===== config.mk =====
export PLATFORM = sky130hd
export DESIGN_NAME = tdsp_sink_port_flat
export DESIGN_NICKNAME = d
export VERILOG_FILES = /design/src/core/tdsp_pkg.sv /design/src/core/tdsp_link_if.sv /design/src/core/tdsp_sink_port.sv /design/src/flat_wrapper.sv
export VERILOG_INCLUDE_DIRS = /design/src /design/src/core
export SDC_FILE = /design/constraint.sdc
export NUM_CORES = 1
export LEC_CHECK = 0
export BUFFER_PORTS_ARGS = -buffer_cell sky130_fd_sc_hd__buf_2
export CAP_MARGIN = 20
export CORE_ASPECT_RATIO = 1.5
export CORE_UTILIZATION = 41
export CTS_CLUSTER_SIZE = 16
export DETAILED_ROUTE_END_ITERATION = 10
export GPL_TIMING_DRIVEN = 0
export PLACE_DENSITY = 0.73
export SKIP_LAST_GASP = 1
export SYNTH_ARGS = -nofsm -noshare
export SYNTH_HDL_FRONTEND = slang
export SYNTH_SLANG_ARGS = --single-unit

===== constraint.sdc =====
create_clock -name clk_sys -period 1.5 [get_ports clk_sys]
set_clock_uncertainty 0.1 [all_clocks]
set_input_delay 0.075 -clock clk_sys [delete_from_list [all_inputs] [get_ports clk_sys]]
set_output_delay 0.075 -clock clk_sys [all_outputs]
set_load 0.01 [all_outputs]

===== src/core/tdsp_params.svh =====
`ifndef TDSP_PARAMS_SVH
`define TDSP_PARAMS_SVH

// =============================================================
// Defaults
`define TDSP_NMAX_DEF      4
`define TDSP_SOFTBITS_DEF  3
`define TDSP_PULSE_GAP_DEF 2
`define TDSP_READY_LAT     1
`endif


===== src/core/tdsp_pkg.sv =====
package tdsp_pkg;
	typedef enum logic [1:0] {
		TDSP_ARCH_PARALLEL = 2'h0,
		TDSP_ARCH_HYBRID   = 2'h1
	} tdsp_arch_t;
	typedef enum logic [1:0] {
		TDSP_SRC_IDLE = 2'h0,
		TDSP_SRC_SEND = 2'h1
	} tdsp_src_state_t;
endpackage


===== src/core/tdsp_link_if.sv =====
`timescale 1ns/1ps
`include "tdsp_params.svh"
interface tdsp_link_if #(
	parameter int NSYM     = `TDSP_NMAX_DEF,
	parameter int SOFTBITS = `TDSP_SOFTBITS_DEF
) ();
	logic                       ready;
	logic                       valid;
	logic [NSYM*SOFTBITS-1:0]   rx_soft_symbols;
	logic [NSYM-1:0]            erasure;
	logic                       sop;
	logic                       eop;

	modport decoder (output ready, input valid, rx_soft_symbols, erasure,
		sop, eop);
	modport producer (input ready, output valid, rx_soft_symbols, erasure,
		sop, eop);
endinterface


===== src/core/tdsp_sink_port.sv =====
`timescale 1ns/1ps
`include "tdsp_params.svh"
module tdsp_sink_port
	import tdsp_pkg::*;
#(
	parameter int         NSYM      = `TDSP_NMAX_DEF,
	parameter int         SOFTBITS  = `TDSP_SOFTBITS_DEF,
	parameter tdsp_arch_t ARCH      = TDSP_ARCH_HYBRID,
	parameter int         PULSE_GAP = `TDSP_PULSE_GAP_DEF
) (
	// Clock and reset.
	input  wire logic                      clk_sys,
	input  wire logic                      sys_rst,
	// Link towards the producer.
	tdsp_link_if.decoder                   link,
	// User side: datapath hold-off and accepted words.
	input  wire logic                      dp_busy,
	output logic                           word_vld_q,
	output logic [NSYM*SOFTBITS-1:0]       word_sym_q,
	output logic [NSYM-1:0]                word_eras_q,
	output logic                           word_sop_q,
	output logic                           word_eop_q,
	output logic                           hard_mode_q
);
	// =============================================================
	// Parameter checks
	localparam int GAP_W = 5;

	// The gap counter is five bits wide, so longer gaps are refused here
	// rather than silently wrapped into a shorter gap.
	initial begin
		if (NSYM < 1) begin
			$error("tdsp_sink_port: NSYM must be at least one.");
		end
		if (SOFTBITS < 1) begin
			$error("tdsp_sink_port: SOFTBITS must be at least one.");
		end
		if (SOFTBITS > 16) begin
			$error("tdsp_sink_port: SOFTBITS must not exceed sixteen.");
		end
		if (PULSE_GAP < 1) begin
			$error("tdsp_sink_port: PULSE_GAP must be at least one.");
		end
		if (PULSE_GAP > 32) begin
			$error("tdsp_sink_port: PULSE_GAP must not exceed 32.");
		end
		if (ARCH != TDSP_ARCH_PARALLEL && ARCH != TDSP_ARCH_HYBRID) begin
			$error("tdsp_sink_port: unknown architecture.");
		end
	end

	// =============================================================
	// Ready generation
	logic             rdy_q;
	logic             rdy_d;
	logic             rdy_prev_q;
	logic [GAP_W-1:0] gap_q;
	logic [GAP_W-1:0] gap_d;
	logic             hybrid;

	assign hybrid     = (ARCH == TDSP_ARCH_HYBRID);
	assign link.ready = rdy_q;

	// Hybrid ready is a lone pulse followed by PULSE_GAP idle cycles, so
	// the producer always sees ready fall between two offers.
	always_comb begin
		rdy_d = rdy_q;
		gap_d = gap_q;
		if (hybrid) begin
			if (rdy_q) begin
				rdy_d = 1'b0;
				gap_d = GAP_W'(PULSE_GAP - 1);
			end else if (gap_q != '0) begin
				gap_d = gap_q - GAP_W'(1);
			end else begin
				rdy_d = ~dp_busy;
			end
		end else begin
			// Parallel ready follows the hold-off one cycle late.
			rdy_d = ~dp_busy;
		end
	end

	// Ready is low in reset and may first rise at the first edge after
	// the release.
	always_ff @(posedge clk_sys or posedge sys_rst) begin
		if (sys_rst) begin
			rdy_q <= 1'b0;
		end else begin
			rdy_q <= rdy_d;
		end
	end

	always_ff @(posedge clk_sys or posedge sys_rst) begin
		if (sys_rst) begin
			gap_q <= '0;
		end else begin
			gap_q <= gap_d;
		end
	end

	// The registered copy of ready qualifies valid one cycle later. It is
	// kept apart from the counter so the qualifier never depends on the
	// gap length.
	always_ff @(posedge clk_sys or posedge sys_rst) begin
		if (sys_rst) begin
			rdy_prev_q <= 1'b0;
		end else begin
			rdy_prev_q <= rdy_q;
		end
	end

	// =============================================================
	// Word capture
	logic take;

	assign take = link.valid && rdy_prev_q;

	// One pulse per accepted word; a valid without the qualifier of the
	// previous cycle leaves no trace.
	always_ff @(posedge clk_sys or posedge sys_rst) begin
		if (sys_rst) begin
			word_vld_q <= 1'b0;
		end else begin
			word_vld_q <= take;
		end
	end

	// The fields hold their last accepted value while idle, so nothing
	// downstream sees the link wander while valid is low.
	always_ff @(posedge clk_sys or posedge sys_rst) begin
		if (sys_rst) begin
			word_sym_q <= '0;
		end else if (take) begin
			word_sym_q <= link.rx_soft_symbols;
		end
	end

	// Erasure flag k stays paired with symbol k of the same word.
	always_ff @(posedge clk_sys or posedge sys_rst) begin
		if (sys_rst) begin
			word_eras_q <= '0;
		end else if (take) begin
			word_eras_q <= link.erasure;
		end
	end

	// Block markers are passed on as given; checking their placement is
	// left to the block logic behind this port.
	always_ff @(posedge clk_sys or posedge sys_rst) begin
		if (sys_rst) begin
			word_sop_q <= 1'b0;
		end else if (take) begin
			word_sop_q <= link.sop;
		end
	end

	always_ff @(posedge clk_sys or posedge sys_rst) begin
		if (sys_rst) begin
			word_eop_q <= 1'b0;
		end else if (take) begin
			word_eop_q <= link.eop;
		end
	end

	// =============================================================
	// Decision mode
	logic hard_d;

	// A single soft bit leaves only the sign, so the datapath runs hard
	// decisions but still honours the erasure flags of each word.
	assign hard_d = (SOFTBITS == 1);

	always_ff @(posedge clk_sys or posedge sys_rst) begin
		if (sys_rst) begin
			hard_mode_q <= 1'b0;
		end else begin
			hard_mode_q <= hard_d;
		end
	end
endmodule


===== src/flat_wrapper.sv =====
// flat-port wrapper written by rule: the top's interface ports become plain ports
module tdsp_sink_port_flat import tdsp_pkg::*;
#(
	parameter int         NSYM      = `TDSP_NMAX_DEF,
	parameter int         SOFTBITS  = `TDSP_SOFTBITS_DEF,
	parameter tdsp_arch_t ARCH      = TDSP_ARCH_HYBRID,
	parameter int         PULSE_GAP = `TDSP_PULSE_GAP_DEF
)
  (clk_sys, sys_rst, dp_busy, word_vld_q, word_sym_q, word_eras_q, word_sop_q, word_eop_q, hard_mode_q, link_ready, link_valid, link_rx_soft_symbols, link_erasure, link_sop, link_eop);
  tdsp_link_if #(.NSYM(NSYM), .SOFTBITS(SOFTBITS)) link_i ();
  input  wire logic clk_sys;
  input  wire logic sys_rst;
  input  wire logic dp_busy;
  output logic word_vld_q;
  output logic [NSYM*SOFTBITS-1:0] word_sym_q;
  output logic [NSYM-1:0] word_eras_q;
  output logic word_sop_q;
  output logic word_eop_q;
  output logic hard_mode_q;
  output wire logic [$bits(link_i.ready)-1:0] link_ready;
  input wire logic [$bits(link_i.valid)-1:0] link_valid;
  input wire logic [$bits(link_i.rx_soft_symbols)-1:0] link_rx_soft_symbols;
  input wire logic [$bits(link_i.erasure)-1:0] link_erasure;
  input wire logic [$bits(link_i.sop)-1:0] link_sop;
  input wire logic [$bits(link_i.eop)-1:0] link_eop;
  assign link_ready = link_i.ready;
  assign link_i.valid = link_valid;
  assign link_i.rx_soft_symbols = link_rx_soft_symbols;
  assign link_i.erasure = link_erasure;
  assign link_i.sop = link_sop;
  assign link_i.eop = link_eop;
  tdsp_sink_port #(.NSYM(NSYM), .SOFTBITS(SOFTBITS), .ARCH(ARCH), .PULSE_GAP(PULSE_GAP)) u_core (.clk_sys(clk_sys), .sys_rst(sys_rst), .link(link_i), .dp_busy(dp_busy), .word_vld_q(word_vld_q), .word_sym_q(word_sym_q), .word_eras_q(word_eras_q), .word_sop_q(word_sop_q), .word_eop_q(word_eop_q), .hard_mode_q(hard_mode_q));
endmodule

==> results.yml, run 1 <==
outcome:
  status: "finished with violations"
  violations: "negative setup slack"
clock_tree:
  cts_max_level: 1
  cts.reportedPaths.clkPinSlew_ns: 0.13
  cts_sinks: 26
  root_buffer: "clkbuf_4"
  tritoncts: "done"
  numCtsBuffers: 3
  clk_latency_ns: 0.31
  clockBufferDepth: 2
yosys:
  ys_top_cells_by_area: "dfrtp_1 (64%), mux2_2 (20%), inv_1 (1.9%)"
  avgSynthCellArea_um2: 14.4
  synth-seq-area-share: 0.644
  synthSimpleGateAreaFrac: 0.0569
  synth_flop_cell: "dfrtp_1"
  synth-edff-count: 0
  ys_ff_latch: 26
  async_flop_share: 1.00
  yosys_warnings: 0
  yosys.area.top_type: "dfrtp_1"
  syn-num-nets: 93
  yosysUniqueCellTypes: 20
  synth-compound-area-share: 0.0384
  muxShareOfSynthArea: 0.200
  synth_fa_ha_area_frac: 0.0124
  synth_area_mm2: 0.00101
  synth_top_family_by_area: "multiplexers"
  synth_xor_area_frac: 0.00866
  synthCells: 70
  synth.top_cell.area_share: 0.644
floorplanning:
  io_pins: 43
  dieArea_mm2: 0.00267
  fp-row-count: 21
  die_w_um: 42.5
  dieHeight_um: 62.8
  start_util: 0.442
  core_area_mm2: 0.00229
finish:
  instances_no_fill: 161
  nNetsFinal: 162
  drive_gt1_frac: 0.572
  antennaDiodeCount: 0
  syn_to_final_growth_pct: 55.0
  final_core_util: 0.685
critical_path:
  slowest_delay_ns: 0.51
  required_ns: 1.60
  critPathKind: "reg -> reg"
  crit_chain: "inv_2 -> ha_4 -> or4b_4 -> xnor2_2 -> nand2b_1"
  crit_path_top_delay_cell: "or4b_4"
  critPathCaptureType: "flop"
  cp.arrival_ns: 1.66
  crit_family: "simple AND/OR/NAND/NOR gates"
  worstSetupStartpointType: "flop"
  crit_fanout: 5
  crit_buf_inv: 1
timing:
  setup_viol: 3
  worst_slack_ns: -0.0570
  slew_violations: 0
  hold_viol: 0
  fmax_ghz: 0.642
  period_needed_ns: 1.56
  rsz0062_at_grt: "true"
  min_period_over_period: 1.04
route:
  ant_nets: 0
  drc: 0
  routed_wl_um: 2100
  wire_per_inst_um: 13.0
  dr.pass1.iters: 3
  avgViaCountPerCell: 4.83
  dr_total_vias: 777
  initialDrtViolationCount: 8
grt:
  grt_use_met1: 0.198
  grt_pass1_vias: 806
  grt_usage: 0.172
  grt_busiest_layer: "met2"
  met3_usage: 0.0260
  antenna_found_initial: 0
  overflow: 0
  grt_pass1_wl_um: 3530
  grt_max_degree: 27
  gr-usage-met2: 0.302
hold_path:
  min_path_type: "in -> async"
power_and_ir_drop:
  vdd_drop_max_mv: 0.976
  pwr_density_cell_mw_per_mm2: 1680
  leakage_nw: 0.804
place:
  gp_congestion: 0.635
  numPortBuffers: 41
  dp_cells: 134
  dp_hpwl_um: 1260
job:
  cap_violations: 0
==> sequential cells by signal, indices dropped and copies added (netlist names) <==
register / cells
u_core.word_eras_q: 4
u_core.link.ready: 1
u_core.word_vld_q: 1
u_core.word_sop_q: 1
u_core.word_eop_q: 1
u_core.rdy_prev_q: 1
u_core.word_sym_q: 12
u_core.gap_q: 5
==> tightest hold or removal path, stage by stage <==
cell and delay [ns]:
dlygate4sd3_1 0.54, buf_2 0.12, inv_1 0.19
==> cells in the final DEF, fill, tap and decap left out, types with 2 or more instances in the layout <==
master and count:
dfrtp_1 26, mux2_2 18, dlygate4sd3_1 20, buf_4 4, inv_2 2, buf_2 41
clkbuf_4 4, inv_1 3
==> area by class of cell <==
class / instances / area (µm²)
multi-input combinational: 36 / 362
buffer: 2 / 15.0
fill: 173 / 719
inverter: 5 / 18.8
clock buffer: 4 / 36.3
sequential: 26 / 651
timing repair buffer: 65 / 455
tap: 23 / 28.8
==> cells in the mapped netlist (2+ instances only) <==
cell,number
a21oi_1,2
buf_2,2
dfrtp_1,26
inv_1,5
mux2_2,18
nand2_1,2
nor2_1,2
==> per-layer routing <==
| metal | up-vias | routed length (µm) |
|---|---|---|
| met5 | - | 0 |
| met4 | 0 | 45 |
| met3 | 6 | 70 |
| met2 | 20 | 1200 |
| met1 | 377 | 784 |
| li1 | 374 | - |
==> power by group <==
group	switching (W)	internal [W]
Clock	0.000186	0.000148
Sequential	0.000159	0.000999
Combinational	0.000493	0.000652
==> final timing paths <==
path,from,endpoint,slack (ns),cells past startpoint
min in group clk_sys,link_valid,u_core.word_sym_q[6],0.17,3
worst max register to register,u_core.gap_q[1],u_core.gap_q[0],-0.06,5
max in group asynchronous,sys_rst,u_core.word_sym_q[3],0.80,4
worst min-delay path,sys_rst,u_core.word_eras_q[1],0.12,3
worst max-delay path,u_core.gap_q[1],u_core.gap_q[0],-0.06,5
worst min register to register,u_core.word_sym_q[3],u_core.word_sym_q[3],0.41,1
==> kinds of logic (layout without fill, tap and decap cells) <==
group	Yosys count	after routing
xor gates and xnor gates	1	1
buffers and inverters	8	76
and+or+nand+nor	10	10
other	1	1
adders and majority gates	1	1
muxes	18	18
DFF	26	26
AOI/OAI and AO/OA	5	5
==> what timing repair did <==
item                                    CTS  global route
hold buffers                             20             0
gates resized for setup                   8             4
endpoints found under the setup margin   13            14
pin swaps                                 2             2
endpoints found under the hold margin    45             0
buffers inserted                          3             0
==> through the flow <==
stage	setup TNS, ns	cell area, µm²	total power [W]	worst slack [ns]	hold slack [ns]
floorplan	-0.232	1010	0.00176	-0.0947	0.0150
global placement	-0.594	1250	0.00206	-0.154	0.130
detailed placement	-1.07	1250	0.00211	-0.202	0.133
CTS	-0.224	1540	0.00263	-0.0976	0.164
global route	-0.251	1570	0.00282	-0.124	0.107
finish	-0.0780	1570	0.00264	-0.0570	0.122
Power figures use the tool's default switching activity.
==> run 2: changes to the inputs <==
--- a/config.mk
+++ b/config.mk
@@ -14,6 +14,7 @@
 export DETAILED_ROUTE_END_ITERATION = 10
 export GPL_TIMING_DRIVEN = 0
 export PLACE_DENSITY = 0.73
+export SKIP_CTS_REPAIR_TIMING = 1
 export SKIP_LAST_GASP = 1
 export SYNTH_ARGS = -nofsm -noshare
 export SYNTH_HDL_FRONTEND = slang
==> run 2 against run 1 <==
  * The run still ends with negative setup slack left
  * Highest routed layer unchanged
  * Largest power group unchanged
  * Design area is 1.1% lower
  * Power is 1.1% higher
  * Die area stayed put
  * Sequential cell count stayed put
  * Global-route usage is 3.6 points lower
==> results.yml, run 2 (synthesis gave the netlist of run 1 again) <==
outcome:
  status: "finished with violations"
  violations: "negative setup slack"
finish:
  reg_top3: "u_core.word_sym_q x12, u_core.gap_q x5, u_core.word_eras_q x4"
  largest_reg_flops: 12
  final_core_util: 0.678
  final_area_mm2: 0.00155
  nNetsFinal: 163
  final_common_cell: "buf_2"
  drive_gt1_frac: 0.561
  syn_to_final_growth_pct: 53.2
  mostFrequentLayoutCells: "buf_2 (41), dfrtp_1 (26), dlygate4sd3_1 (20)"
  antennaDiodeCount: 0
  top_register: "u_core.word_sym_q"
  nFillCells: 178
route:
  drc: 0
  dr_total_vias: 787
  wire_per_inst_um: 13.2
  ant_nets: 0
  routed_wl_um: 2140
  initialDrtViolationCount: 6
  dr.pass1.iters: 2
  avgViaCountPerCell: 4.86
timing:
  fmax_ghz: 0.612
  tightest_slew_ns: 0.977
  slew_violations: 0
  setup_viol: 4
  min_period_over_period: 1.09
  worst_slack_ns: -0.134
  rsz0062_at_grt: "true"
  hold_viol: 0
  relSlewSlack: 0.348
  period_needed_ns: 1.63
floorplanning:
  dieArea_mm2: 0.00267
  dieHeight_um: 62.8
  fp-row-count: 21
  start_util: 0.442
  die_w_um: 42.5
  io_pins: 43
  core_area_mm2: 0.00229
critical_path:
  critPathCaptureType: "flop"
  r2r-end: "u_core.gap_q[0]"
  crit_fanout: 5
  worst_r2r_path_depth: 6
  worstSetupStartpointType: "flop"
  critPathKind: "reg -> reg"
  r2r_start: "u_core.gap_q[1]"
  cp.arrival_ns: 1.75
  r2r_setup_slack_ns: -0.13
  required_ns: 1.61
hold_path:
  whs_path_depth: 3
  hold_start: "link_valid"
  min_path_type: "in -> reg"
  hold-path-endpoint: "u_core.word_sym_q[6]"
job:
  cap_violations: 0
place:
  placed_cell_area_mm2: 0.00125
  gp_congestion: 0.635
  dp_hpwl_um: 1260
  numPortBuffers: 41
grt:
  grt_pass1_wl_um: 2790
  grt_pass1_vias: 665
  grt_max_degree: 27
  antenna_found_initial: 0
  grt_usage: 0.136
  overflow: 0
clock_tree:
  tritoncts: "done"
  root_buffer: "clkbuf_4"
  clk_latency_ns: 0.31
  cts_sinks: 26
  cts_max_level: 1
  numCtsBuffers: 3
  clockBufferDepth: 2
  cts.reportedPaths.clkPinSlew_ns: 0.13
power_and_ir_drop:
  vdd_drop_max_mv: 1.03
  pwr_density_cell_mw_per_mm2: 1720
  leakage_nw: 0.800
-- run 2: worst max-delay path: stages, from the launching register on --
cell and delay, ns:
dfrtp_1 0.43, inv_2 0.08, ha_4 0.14, or4b_4 0.46, buf_6 0.15, xnor2_2 0.11
nand2b_1 0.07
-- run 2: area by class of cell --
type                            count  area (µm²)  share of cell area
Timing Repair Buffer               65         435               0.281
Sequential cell                    26         651               0.420
Buffer                              3        26.3              0.0170
Multi-Input combinational cell     36         353               0.228
Inverter                            5        18.8              0.0121
Tap cell                           23        28.8              0.0186
Clock buffer                        4        36.3              0.0234
-- run 2: report_power, final --
group | total (W) | internal [W] | switching (W) | leakage, nW
logic | 0.00116 | 0.000668 | 0.000491 | 0.453
clock network | 0.000341 | 0.000148 | 0.000192 | 0.0210
registers | 0.00117 | 0.000999 | 0.000167 | 0.326
total | 0.00267 | 0.00182 | 0.000851 | 0.800
-- run 2: worst max-delay path by stage --
| stage | to | startpoint | cells after the start |
|---|---|---|---|
| global placement | u_core.gap_q[0] | u_core.gap_q[0] | 6 |
| finish | u_core.gap_q[0] | u_core.gap_q[1] | 6 |
| detailed placement | u_core.gap_q[0] | u_core.gap_q[0] | 6 |
| floorplan | u_core.gap_q[0] | u_core.gap_q[0] | 6 |
| CTS | u_core.gap_q[0] | u_core.gap_q[0] | 6 |
| global route | u_core.gap_q[0] | u_core.gap_q[1] | 6 |
-- run 2: metal layers --
metal,track usage,vias up,part of all wire
met5,0,-,0
met4,0.0586,0,0.028
met3,0.0260,8,0.037
met2,0.248,23,0.57
met1,0.146,383,0.37
li1,-,373,-
-- run 2: metrics by stage --
step | hold WS, ns | power (W) | TNS (ns) | cells | setup slack (ns)
after floorplan | 0.0150 | 0.00176 | -0.232 | 70 | -0.0947
after global placement | 0.130 | 0.00206 | -0.594 | 134 | -0.154
after detailed placement | 0.133 | 0.00211 | -1.07 | 134 | -0.202
after CTS | -0.212 | 0.00245 | -1.32 | 138 | -0.229
after global routing | 0.197 | 0.00284 | -0.555 | 162 | -0.196
final | 0.167 | 0.00267 | -0.360 | 162 | -0.134
